===== config.mk =====
export PLATFORM = sky130hd
export DESIGN_NAME = mie_core
export DESIGN_NICKNAME = d
export VERILOG_FILES = /design/src/include/mie_pkg.sv /design/src/rtl/mie_alu.sv /design/src/rtl/mie_core.sv
export SDC_FILE = /design/constraint.sdc
export NUM_CORES = 1
export LEC_CHECK = 0
export BUFFER_PORTS_ARGS = -buffer_cell sky130_fd_sc_hd__buf_2
export CORE_MARGIN = 2
export CORE_UTILIZATION = 50
export DETAILED_ROUTE_END_ITERATION = 10
export GPL_ROUTABILITY_DRIVEN = 0
export HOLD_SLACK_MARGIN = 0.15
export PLACE_DENSITY = 0.79
export SLEW_MARGIN = 20
export SYNTH_ARGS = -nofsm -noshare
export SYNTH_HDL_FRONTEND = slang
export SYNTH_HIERARCHICAL = 1
export SYNTH_SLANG_ARGS = --single-unit

===== constraint.sdc =====
create_clock -name CLK_IN -period 9.6 [get_ports CLK_IN]
set_input_delay 2.4 -clock CLK_IN [delete_from_list [all_inputs] [get_ports CLK_IN]]
set_output_delay 2.4 -clock CLK_IN [all_outputs]
set_load 0.05 [all_outputs]

===== src/include/mie_pkg.sv =====
/*
 * Shared constants for the instruction execution subset: operation codes,
 * sequencer states, field widths and reset values.
 * Assumes the decoder upstream maps each instruction to one operation code.
 */
package mie_pkg;
    localparam int DATA_W = 8;
    localparam int BIT_SEL_W = 3;
    localparam int OP_W = 4;

    localparam logic [OP_W-1:0] OP_NONE = 4'h0;
    localparam logic [OP_W-1:0] OP_ADD_INTO_MEMORY = 4'h1;
    localparam logic [OP_W-1:0] OP_AND_MEM_TO_WORK = 4'h2;
    localparam logic [OP_W-1:0] OP_AND_LIT_TO_WORK = 4'h3;
    localparam logic [OP_W-1:0] OP_AND_INTO_MEMORY = 4'h4;
    localparam logic [OP_W-1:0] OP_CALL = 4'h5;
    localparam logic [OP_W-1:0] OP_ZERO_WRITE_BYTE = 4'h6;
    localparam logic [OP_W-1:0] OP_ZERO_WRITE_BIT = 4'h7;
    localparam logic [OP_W-1:0] OP_WDOG_CLEAR = 4'h8;

    // All ones: AND is the only writer of the working register in this subset,
    // so a zero reset would pin it at zero and hide every add carry
    localparam logic [DATA_W-1:0] WORK_RST = 8'hff;
    localparam logic [DATA_W-1:0] ZERO_BYTE = 8'h00;
    localparam logic [DATA_W-1:0] ONE_BIT_MASK = 8'h01;
    localparam logic FLAG_RST = 1'b0;
    // Return address is the word after the call
    localparam int RET_STEP = 1;

    typedef enum logic [1:0] {
        ST_IDLE = 2'b01,
        ST_CALL_LOAD = 2'b10
    } mie_state_t;
endpackage


===== src/rtl/mie_alu.sv =====
/*
 * Byte adder and AND unit with the arithmetic flag terms.
 * Purely combinational; operands come from registered or synchronous sources.
 */
module mie_alu
    import mie_pkg::*;
(
    input wire logic [DATA_W-1:0] a_in,
    input wire logic [DATA_W-1:0] b_in,
    output logic [DATA_W-1:0] sum_out,
    output logic [DATA_W-1:0] and_out,
    output logic sign_wrap_out,
    output logic nibble_wrap_out,
    output logic arith_wrap_out
);
    logic [DATA_W:0] full_sum;
    logic [4:0] low_sum;
    logic carry_into_msb;

    always_comb begin
        full_sum = {1'b0, a_in} + {1'b0, b_in};
        low_sum = {1'b0, a_in[3:0]} + {1'b0, b_in[3:0]};
        // Carry into the top bit is recovered from the sum bit and both operand top bits
        carry_into_msb = full_sum[DATA_W-1] ^ a_in[DATA_W-1] ^ b_in[DATA_W-1];
        sum_out = full_sum[DATA_W-1:0];
        and_out = a_in & b_in;
        arith_wrap_out = full_sum[DATA_W];
        nibble_wrap_out = low_sum[4];
        sign_wrap_out = carry_into_msb ^ full_sum[DATA_W];
    end
endmodule


===== src/rtl/mie_core.sv =====
/*
 * Execution of the add, AND, call, zero-write and watchdog-clear subset.
 * Assumes the decoder presents one operation with its memory byte, literal
 * and program counter in the cycle OP_VALID_IN is high, and holds it
 * while BUSY_OUT is high. Memory, stack and program counter are outside.
 */
module mie_core
    import mie_pkg::*;
#(
    parameter int ADDR_W = 8,
    parameter int PC_W = 12,
    parameter int WDOG_W = 16
) (
    input wire logic CLK_IN,
    input wire logic RSTN_IN,
    input wire logic OP_VALID_IN,
    input wire logic [OP_W-1:0] OP_CODE_IN,
    input wire logic [ADDR_W-1:0] MEM_ADDR_IN,
    input wire logic [DATA_W-1:0] MEM_RDATA_IN,
    input wire logic [DATA_W-1:0] LITERAL_IN,
    input wire logic [BIT_SEL_W-1:0] BIT_SEL_IN,
    input wire logic [PC_W-1:0] CALL_TARGET_IN,
    input wire logic [PC_W-1:0] PC_IN,
    input wire logic WDOG_TICK_IN,
    input wire logic EXPIRY_SET_IN,
    input wire logic SLEEP_SET_IN,
    output logic [DATA_W-1:0] WORK_REG_OUT,
    output logic SIGN_WRAP_OUT,
    output logic NULL_RESULT_OUT,
    output logic NIBBLE_WRAP_OUT,
    output logic ARITH_WRAP_OUT,
    output logic MEM_WE_OUT,
    output logic [ADDR_W-1:0] MEM_ADDR_OUT,
    output logic [DATA_W-1:0] MEM_WDATA_OUT,
    output logic STACK_PUSH_OUT,
    output logic [PC_W-1:0] STACK_DATA_OUT,
    output logic PC_LOAD_OUT,
    output logic [PC_W-1:0] PC_VALUE_OUT,
    output logic BUSY_OUT,
    output logic DONE_OUT,
    output logic [WDOG_W-1:0] WDOG_COUNT_OUT,
    output logic WDOG_EXPIRY_OUT,
    output logic SLEEP_ENTRY_OUT
);
    mie_state_t state_q;
    logic [DATA_W-1:0] work_q;
    logic sign_q, null_q, nib_q, arith_q;
    logic mem_we_q, push_q, pc_load_q, busy_q, done_q;
    logic [ADDR_W-1:0] mem_addr_q;
    logic [DATA_W-1:0] mem_wdata_q, mem_wdata_d;
    logic [PC_W-1:0] stack_data_q, pc_value_q, target_q;
    logic [WDOG_W-1:0] wdog_q;
    logic expiry_q, sleep_q;
    logic take;
    logic [DATA_W-1:0] operand, sum, and_res, bit_cleared;
    logic alu_sign, alu_nib, alu_arith;

    assign take = OP_VALID_IN && (state_q == ST_IDLE);
    assign operand = (OP_CODE_IN == OP_AND_LIT_TO_WORK) ? LITERAL_IN : MEM_RDATA_IN;

    mie_alu u_alu (
        .a_in(work_q),
        .b_in(operand),
        .sum_out(sum),
        .and_out(and_res),
        .sign_wrap_out(alu_sign),
        .nibble_wrap_out(alu_nib),
        .arith_wrap_out(alu_arith)
    );

    for (genvar i = 0; i < DATA_W; i++) begin : g_bitclr
        assign bit_cleared[i] = (BIT_SEL_IN == BIT_SEL_W'(i)) ? 1'b0 : MEM_RDATA_IN[i];
    end

    always_comb begin
        unique case (OP_CODE_IN)
            OP_ADD_INTO_MEMORY: mem_wdata_d = sum;
            OP_AND_INTO_MEMORY: mem_wdata_d = and_res;
            OP_ZERO_WRITE_BIT: mem_wdata_d = bit_cleared;
            default: mem_wdata_d = ZERO_BYTE;
        endcase
    end

    always_ff @(posedge CLK_IN) begin
        if (!RSTN_IN) begin
            state_q <= ST_IDLE;
            busy_q <= 1'b0;
            done_q <= 1'b0;
        end else begin
            unique case (state_q)
                ST_IDLE: begin
                    if (take && OP_CODE_IN == OP_CALL) begin
                        state_q <= ST_CALL_LOAD;
                    end
                end
                ST_CALL_LOAD: state_q <= ST_IDLE;
                default: state_q <= ST_IDLE;
            endcase
            busy_q <= take && (OP_CODE_IN == OP_CALL);
            done_q <= (take && OP_CODE_IN != OP_CALL) || (state_q == ST_CALL_LOAD);
        end
    end

    always_ff @(posedge CLK_IN) begin
        if (!RSTN_IN) begin
            work_q <= WORK_RST;
        end else if (take && (OP_CODE_IN == OP_AND_MEM_TO_WORK
                || OP_CODE_IN == OP_AND_LIT_TO_WORK)) begin
            work_q <= and_res;
        end
    end

    always_ff @(posedge CLK_IN) begin
        if (!RSTN_IN) begin
            sign_q <= FLAG_RST;
            null_q <= FLAG_RST;
            nib_q <= FLAG_RST;
            arith_q <= FLAG_RST;
        end else if (take) begin
            if (OP_CODE_IN == OP_ADD_INTO_MEMORY) begin
                sign_q <= alu_sign;
                nib_q <= alu_nib;
                arith_q <= alu_arith;
                null_q <= (sum == ZERO_BYTE);
            end else if (OP_CODE_IN == OP_AND_MEM_TO_WORK || OP_CODE_IN == OP_AND_LIT_TO_WORK
                    || OP_CODE_IN == OP_AND_INTO_MEMORY) begin
                null_q <= (and_res == ZERO_BYTE);
            end
        end
    end

    always_ff @(posedge CLK_IN) begin
        if (!RSTN_IN) begin
            mem_we_q <= 1'b0;
            mem_addr_q <= '0;
            mem_wdata_q <= ZERO_BYTE;
        end else begin
            mem_we_q <= take && (OP_CODE_IN == OP_ADD_INTO_MEMORY
                || OP_CODE_IN == OP_AND_INTO_MEMORY || OP_CODE_IN == OP_ZERO_WRITE_BYTE
                || OP_CODE_IN == OP_ZERO_WRITE_BIT);
            if (take) begin
                mem_addr_q <= MEM_ADDR_IN;
                mem_wdata_q <= mem_wdata_d;
            end
        end
    end

    always_ff @(posedge CLK_IN) begin
        if (!RSTN_IN) begin
            push_q <= 1'b0;
            pc_load_q <= 1'b0;
            stack_data_q <= '0;
            pc_value_q <= '0;
            target_q <= '0;
        end else begin
            push_q <= take && (OP_CODE_IN == OP_CALL);
            pc_load_q <= (state_q == ST_CALL_LOAD);
            if (take && OP_CODE_IN == OP_CALL) begin
                stack_data_q <= PC_IN + PC_W'(RET_STEP);
                target_q <= CALL_TARGET_IN;
            end
            if (state_q == ST_CALL_LOAD) begin
                pc_value_q <= target_q;
            end
        end
    end

    always_ff @(posedge CLK_IN) begin
        if (!RSTN_IN) begin
            wdog_q <= '0;
            expiry_q <= FLAG_RST;
            sleep_q <= FLAG_RST;
        end else begin
            if (take && OP_CODE_IN == OP_WDOG_CLEAR) begin
                wdog_q <= '0;
            end else if (WDOG_TICK_IN && wdog_q != '1) begin
                wdog_q <= wdog_q + WDOG_W'(1);
            end
            // A set arriving with the clear wins so the event is not lost
            if (EXPIRY_SET_IN) begin
                expiry_q <= 1'b1;
            end else if (take && OP_CODE_IN == OP_WDOG_CLEAR) begin
                expiry_q <= 1'b0;
            end
            if (SLEEP_SET_IN) begin
                sleep_q <= 1'b1;
            end else if (take && OP_CODE_IN == OP_WDOG_CLEAR) begin
                sleep_q <= 1'b0;
            end
        end
    end

    assign WORK_REG_OUT = work_q;
    assign SIGN_WRAP_OUT = sign_q;
    assign NULL_RESULT_OUT = null_q;
    assign NIBBLE_WRAP_OUT = nib_q;
    assign ARITH_WRAP_OUT = arith_q;
    assign MEM_WE_OUT = mem_we_q;
    assign MEM_ADDR_OUT = mem_addr_q;
    assign MEM_WDATA_OUT = mem_wdata_q;
    assign STACK_PUSH_OUT = push_q;
    assign STACK_DATA_OUT = stack_data_q;
    assign PC_LOAD_OUT = pc_load_q;
    assign PC_VALUE_OUT = pc_value_q;
    assign BUSY_OUT = busy_q;
    assign DONE_OUT = done_q;
    assign WDOG_COUNT_OUT = wdog_q;
    assign WDOG_EXPIRY_OUT = expiry_q;
    assign SLEEP_ENTRY_OUT = sleep_q;
endmodule


# Word level (Yosys, flattened, before mapping)
# Index checks and enable logic that the tools add are counted.
dict set report op_classes {
  add_sub_neg 4
  n_eq_ne 19
  n_mux 15
  n_bitwise 5
  reduce_logical 23
}
# cell count
set ops {}
lappend ops {{case mux 8 bit (3 select lines)} 1}
lappend ops {{adder 16 x 1 -> 16 bit (second input constant)} 1}
lappend ops {{equality test 4 x 3 -> 1 bit (second input constant)} 4}
lappend ops {{logical NOT 8 bit} 2}
lappend ops {{inequality test 16 bit (second input constant)} 1}
lappend ops {{2-to-1 mux 1 bit} 13}
lappend ops {{adder 12 x 1 -> 12 bit (second input constant)} 1}
lappend ops {{equality test 3 bit (second input constant)} 4}
lappend ops {{adder 8 x 8 -> 9 bit} 1}
lappend ops {{AND 8 bit} 1}
lappend ops {{equality test 4 x 2 -> 1 bit (second input constant)} 2}
lappend ops {{2-to-1 mux 8 bit} 1}
lappend ops {{logical AND 1 bit} 7}
lappend ops {{equality test 3 x 2 -> 1 bit (second input constant)} 2}
lappend ops {{logical OR 1 bit} 6}
lappend ops {{AND reduction 2 bit} 3}
lappend ops {{nonzero test 2 bit} 3}
lappend ops {{adder 4 x 4 -> 5 bit} 1}
lappend ops {{equality test 4 x 1 -> 1 bit (second input constant)} 1}
lappend ops {{equality test 4 bit (second input constant)} 1}
lappend ops {{inequality test 4 x 3 -> 1 bit (second input constant)} 1}
lappend ops {{equality test 3 x 1 -> 1 bit (second input constant)} 1}
lappend ops {{logical NOT 3 bit} 1}
lappend ops {{XOR 1 bit} 3}
lappend ops {{4 further kinds} 4}
dict set report totals {
  ff_bits 88
  in_bits 61
  out_inout_bits 75
  word_cells 84
}

# Depth between registers and ports, before layout
dict set report depth {
  depth_word 6
  mapped_depth 13
  ltp_nobuf 11
}

# By module
# Netlist, hierarchy kept.
# module instances cells_each area_each_um2 seq_area_each_um2
set modules_own_cells {}
lappend modules_own_cells {mie_core 1 449 3847.4 1761.7}
lappend modules_own_cells {mie_alu 1 37 332.8 0.0}

# Worst setup path before layout
# OpenSTA, ideal clock, no wires.
dict set report synth_timing {
  kind {in2reg}
  startpoint {in OP_CODE_IN[3]}
  endpoint {reg mem_wdata_q[6], in the netlist MEM_WDATA_OUT[6]}
  setup_ps 117
  arrival_ps 5114
  required_ps 9483
  setup_slack_ps 4369
  stages 13
  path_buffers 2
  cell_sequence {buf_2 > nor4bb_1 > clkbuf_1 > mux2_2 > ha_1 > fa_1 > a21o_1 > o21ai_2 > nand2_1 > xor2_1 > a22oi_1 > o21ai_0 > a22o_1}
}
dict set report synth_between {
  elab_chain_cells 4
  elab_cells_between_ends 8
  cone_classes {add/sub (1); eq/ne (4); mux (2); bitwise (1)}
}
# element line
set synth_lines {}
lappend synth_lines {{start: declaration} mie_core.sv:17} ;# input wire logic [OP_W-1:0] OP_CODE_IN,
lappend synth_lines {{equality test 4 x 2 -> 1 bit} mie_core.sv:59} ;# assign operand = (OP_CODE_IN == OP_AND_LIT_TO_WORK) ? LITERAL_IN : MEM_RDATA_IN;
lappend synth_lines {{2-to-1 mux 8 bit} mie_core.sv:59}
lappend synth_lines {{named net operand[0]} mie_core.sv:55} ;# logic [DATA_W-1:0] operand, sum, and_res, bit_cleared;
lappend synth_lines {{adder 8 x 8 -> 9 bit} mie_alu.sv:21} ;# full_sum = {1'b0, a_in} + {1'b0, b_in};
lappend synth_lines {{named net sum[6]} mie_core.sv:55}
lappend synth_lines {{case mux 8 bit (3 select lines)} mie_core.sv:76} ;# unique case (OP_CODE_IN)
lappend synth_lines {{end signal: assignment} mie_core.sv:143} ;# mem_wdata_q <= mem_wdata_d;
lappend synth_lines {{end: declaration} mie_core.sv:50} ;# logic [DATA_W-1:0] mem_wdata_q, mem_wdata_d;
# The timed path passes the listed nets, and every way through them passes these cells.
# A chain may end at the register's enable or synchronous reset.

# Worst setup path after layout
dict set report layout_timing {
  startpoint {in OP_CODE_IN[1]}
  endpoint {reg mem_wdata_q[6], in the netlist MEM_WDATA_OUT[6]}
}
# Same word-level chain as after synthesis.

==> impl_metrics.env <==
export IMPL_final_cell_count_no_fill=717
export IMPL_worst_hold_path_type="flip-flop to flip-flop"
export IMPL_r2r_setup_slack_ps=7200
export IMPL_fin_crit_sh=0.5288
export IMPL_main_combinational_cell_family_by_area_after_synthesis="simple AND/OR/NAND/NOR gates"
export IMPL_finalMaxSlewViolations=0
export IMPL_pin_count_of_the_biggest_net_entering_global_routing=47
export IMPL_number_of_endpoints_with_negative_hold_slack_in_the_final_report=0
export IMPL_report_final_setup_viol=0
export IMPL_number_of_placement_rows=33
export IMPL_postSynth_asyncResetShare=0
export IMPL_yosys_register_bits=88
export IMPL_worst_slew_margin_rel=0.3187
export IMPL_list_of_cells_traversed_by_the_critical_path="buf_2, nor4bb_1, buf_4, mux2_2, ha_1, fa_1, a21o_1, o21ai_2, nand2_1, xor2_1, a22oi_1, o21ai_0, a22o_1"
export IMPL_critical_path_top_delay_family="compound AO/OA/AOI/OAI gates"
export IMPL_timing_critical_path_to_type="flip-flop"
export IMPL_post_place_cells=701
export IMPL_static_leakage_power_nw=2.078
export IMPL_cts_htree_levels=3
export IMPL_layout_cells_most_common="buf_2"
export IMPL_fmaxAchievable_ghz=0.1970
export IMPL_antenna_found_initial=0
export IMPL_post_synth_fa_ha_maj_area_fraction=0.03472
export IMPL_floorplan_die_height_microns=95.44
export IMPL_cts_buffers=9
export IMPL_synth_cell_area_sq_mm=0.004180
export IMPL_worst_endpoint_required_ps=9830
export IMPL_detail_route_wirelength_microns=10420
export IMPL_place_hpwl_microns=7690
export IMPL_count_of_yosys_warnings_during_synthesis=6
export IMPL_synth_simple_gate_area_share=0.2182
export IMPL_worst_path_buf_inv=2
export IMPL_synth_xor_area_frac=0.04190
export IMPL_drt_pre_antenna_iters=5
export IMPL_ir_worst_vdd_v=0.00008714
export IMPL_root_buffer="clkbuf_8"
export IMPL_post_cts_hold_buffers=0
export IMPL_tritoncts="done"
export IMPL_synth_cell_types=57
export IMPL_worstSetupStartpointType="input pin"
export IMPL_final_hold_worst_slack_ps=455.1
export IMPL_cts_setup_buffers=0
export IMPL_timing_critical_path_slowest_cell_delay_ps=420
export IMPL_synthesized_area_fraction_occupied_by_ao_oa_aoi_and_oai_cells=0.2062
export IMPL_initial_core_util=0.5113
export IMPL_cts_reportedPaths_clkPinSlew_ps=80
export IMPL_global_route_usage_total=0.2302
export IMPL_floorplan_die_area_sq_mm=0.009108
export IMPL_finalSetupTns_ps=0
export IMPL_timing_critical_path_slowest_stage_cell="fa_1"
export IMPL_finalCriticalPeriod_ps=5077
export IMPL_synth_largest_area_cell="dfxtp_1"
export IMPL_grt_first_pass_wirelength_microns=16570
export IMPL_max_slew_worst_pin_slew_ps=1015
export IMPL_layout_cells_most_common_list="buf_2, nand2_1, dfxtp_1"
export IMPL_max_clock_path_buffers=2
export IMPL_worstSetupPathType="input pin to flip-flop"
export IMPL_utilization=0.6220
export IMPL_drt_antenna_violating_nets=0
export IMPL_finish_net_count=679
export IMPL_postSynthCellCount=486
export IMPL_synth_top_cells_by_area="dfxtp_1, nand2_1, a21oi_1"
export IMPL_fillCellCount=721
export IMPL_unrepaired_setup_endpoints_after_global_routing="false"
export IMPL_outcome="finished, final reports clean"
export IMPL_number_of_flops_mapped_to_enable_cells_by_yosys=0
export IMPL_sequential_fraction_of_the_synthesis_area=0.4214
export IMPL_iter_0_drt_violations=214
export IMPL_critPathMaxFanout=10
export IMPL_cts_sinks=88
export IMPL_design_core_area_sq_mm=0.008175
export IMPL_layout_overhead_on_the_synthesized_area_pct=21.64
export IMPL_grt_ovfl_total=0
export IMPL_synth_flop_cell="dfxtp_1"
export IMPL_synth_net_count=558
export IMPL_clk_insertion_delay_late_ps=350
export IMPL_die_width_microns=95.44
export IMPL_drc=0
export IMPL_placedInstanceArea_sq_mm=0.004888
export IMPL_vias_per_cell=5.516
export IMPL_cts_repair_resize_count=0
export IMPL_detail_route_wl_per_cell_microns=14.53
export IMPL_place_port_buffers=135
export IMPL_post_route_cell_area_sq_mm=0.005085
export IMPL_diodes=0
export IMPL_final_layout_size_suffix_gt1_frac=0.2843
export IMPL_maxCapViolCount=0
export IMPL_count_of_pins_on_the_block_boundary=136
export IMPL_power_per_cell_area_mw_per_mm2=143.9
export IMPL_vias_post_dr=3955
export IMPL_skew_ps=17.02
export IMPL_first_global_vias=3528
export IMPL_post_synth_top_area_fraction=0.4214
export IMPL_synth_mux_area_frac=0.04071
export IMPL_synth_avg_cell_area_sq_um=8.601
export IMPL_worst_ep_arrival_time_ps=5310
==> worst min-delay path, stage by stage (launching register included) <==
cell and delay, ps:
dfxtp_1 310, nand2_1 50, a21oi_1 50
==> worst paths after layout <==
kind | endpoint | depth (start not counted) | from
worst max-delay path | MEM_WDATA_OUT[6] | 13 | OP_CODE_IN[1]
worst max register to register | WDOG_COUNT_OUT[9] | 4 | state_q[1]
worst min register to register | MEM_ADDR_OUT[0] | 2 | MEM_ADDR_OUT[0]
worst min-delay path | MEM_ADDR_OUT[0] | 2 | MEM_ADDR_OUT[0]
==> power by group <==
part	total (mW)	switching, mW	internal, mW
clock network	0.241	0.137	0.104
registers	0.376	0.00442	0.372
logic	0.115	0.0744	0.0402
==> flip-flops by register name, summed over array words and instances, names as in the netlist, 2 cells and up <==
register / count
target_q: 12
STACK_DATA_OUT: 12
state_q: 2
PC_VALUE_OUT: 12
WDOG_COUNT_OUT: 16
MEM_ADDR_OUT: 8
MEM_WDATA_OUT: 8
WORK_REG_OUT: 8
==> synth_stat cells, types with 2 or more instances <==
library cell   n
a211oi_1       5
or4_1          5
o31ai_1        3
xnor2_1       14
or3_1          7
nand3_1       14
nor2b_1        2
clkbuf_1      16
or4b_1         2
nor3_1         5
nor4b_1        2
nor2_1        18
a22o_1        10
nor4b_4        2
o21ai_0       33
o311ai_0       3
ha_1          10
buf_4          2
mux2i_1        8
dfxtp_1       88
nand4_1        7
xor2_1         6
nand2_1       91
a31oi_1        2
inv_1          9
and4_1         2
nand2b_1       3
mux2_2         8
o211ai_1       2
o41ai_1        3
nand3b_1       2
a22oi_1        8
buf_2          9
nor4_1         5
a21oi_1       55
a21o_1         4
==> cell families (layout without fill, tap and decap cells) <==
group / Yosys count / after routing
AO/OA/AOI/OAI: 138 / 138
XOR/XNOR: 20 / 20
adder cells (fa/ha/maj): 11 / 11
buffers and inverters: 36 / 162
flip-flops: 88 / 88
multiplexers: 16 / 16
AND/OR/NAND/NOR: 177 / 177
==> per-stage QoR <==
step	setup WS [ps]	power, mW
after floorplan	4369	0.4635
after CTS	4581	0.7384
after detailed placement	4223	0.4970
after global placement	4308	0.4945
after global routing	4340	0.7646
final	4523	0.7320
==> area by class of cell <==
class,count,area [sq um],share of cell area
clock buffer,10,137.6,0.02707
clock inverter,6,48.80,0.009596
inverter,9,33.78,0.006644
multi-input combinational,362,2281,0.4486
sequential,88,1762,0.3465
tap,105,131.4,0.02584
timing repair buffer,137,690.7,0.1358
==> metal layers <==
layer | wire length, microns | up-vias | share of wire | track usage
met2 | 4624 | 171 | 0.44 | 0.3545
met1 | 4739 | 1770 | 0.45 | 0.3134
met5 | 0 | - | 0 | 0
met3 | 867 | 18 | 0.083 | 0.06166
met4 | 188 | 0 | 0.018 | 0.07738
li1 | - | 1996 | - | -
Note: power is estimated with default switching activity, not from simulation.
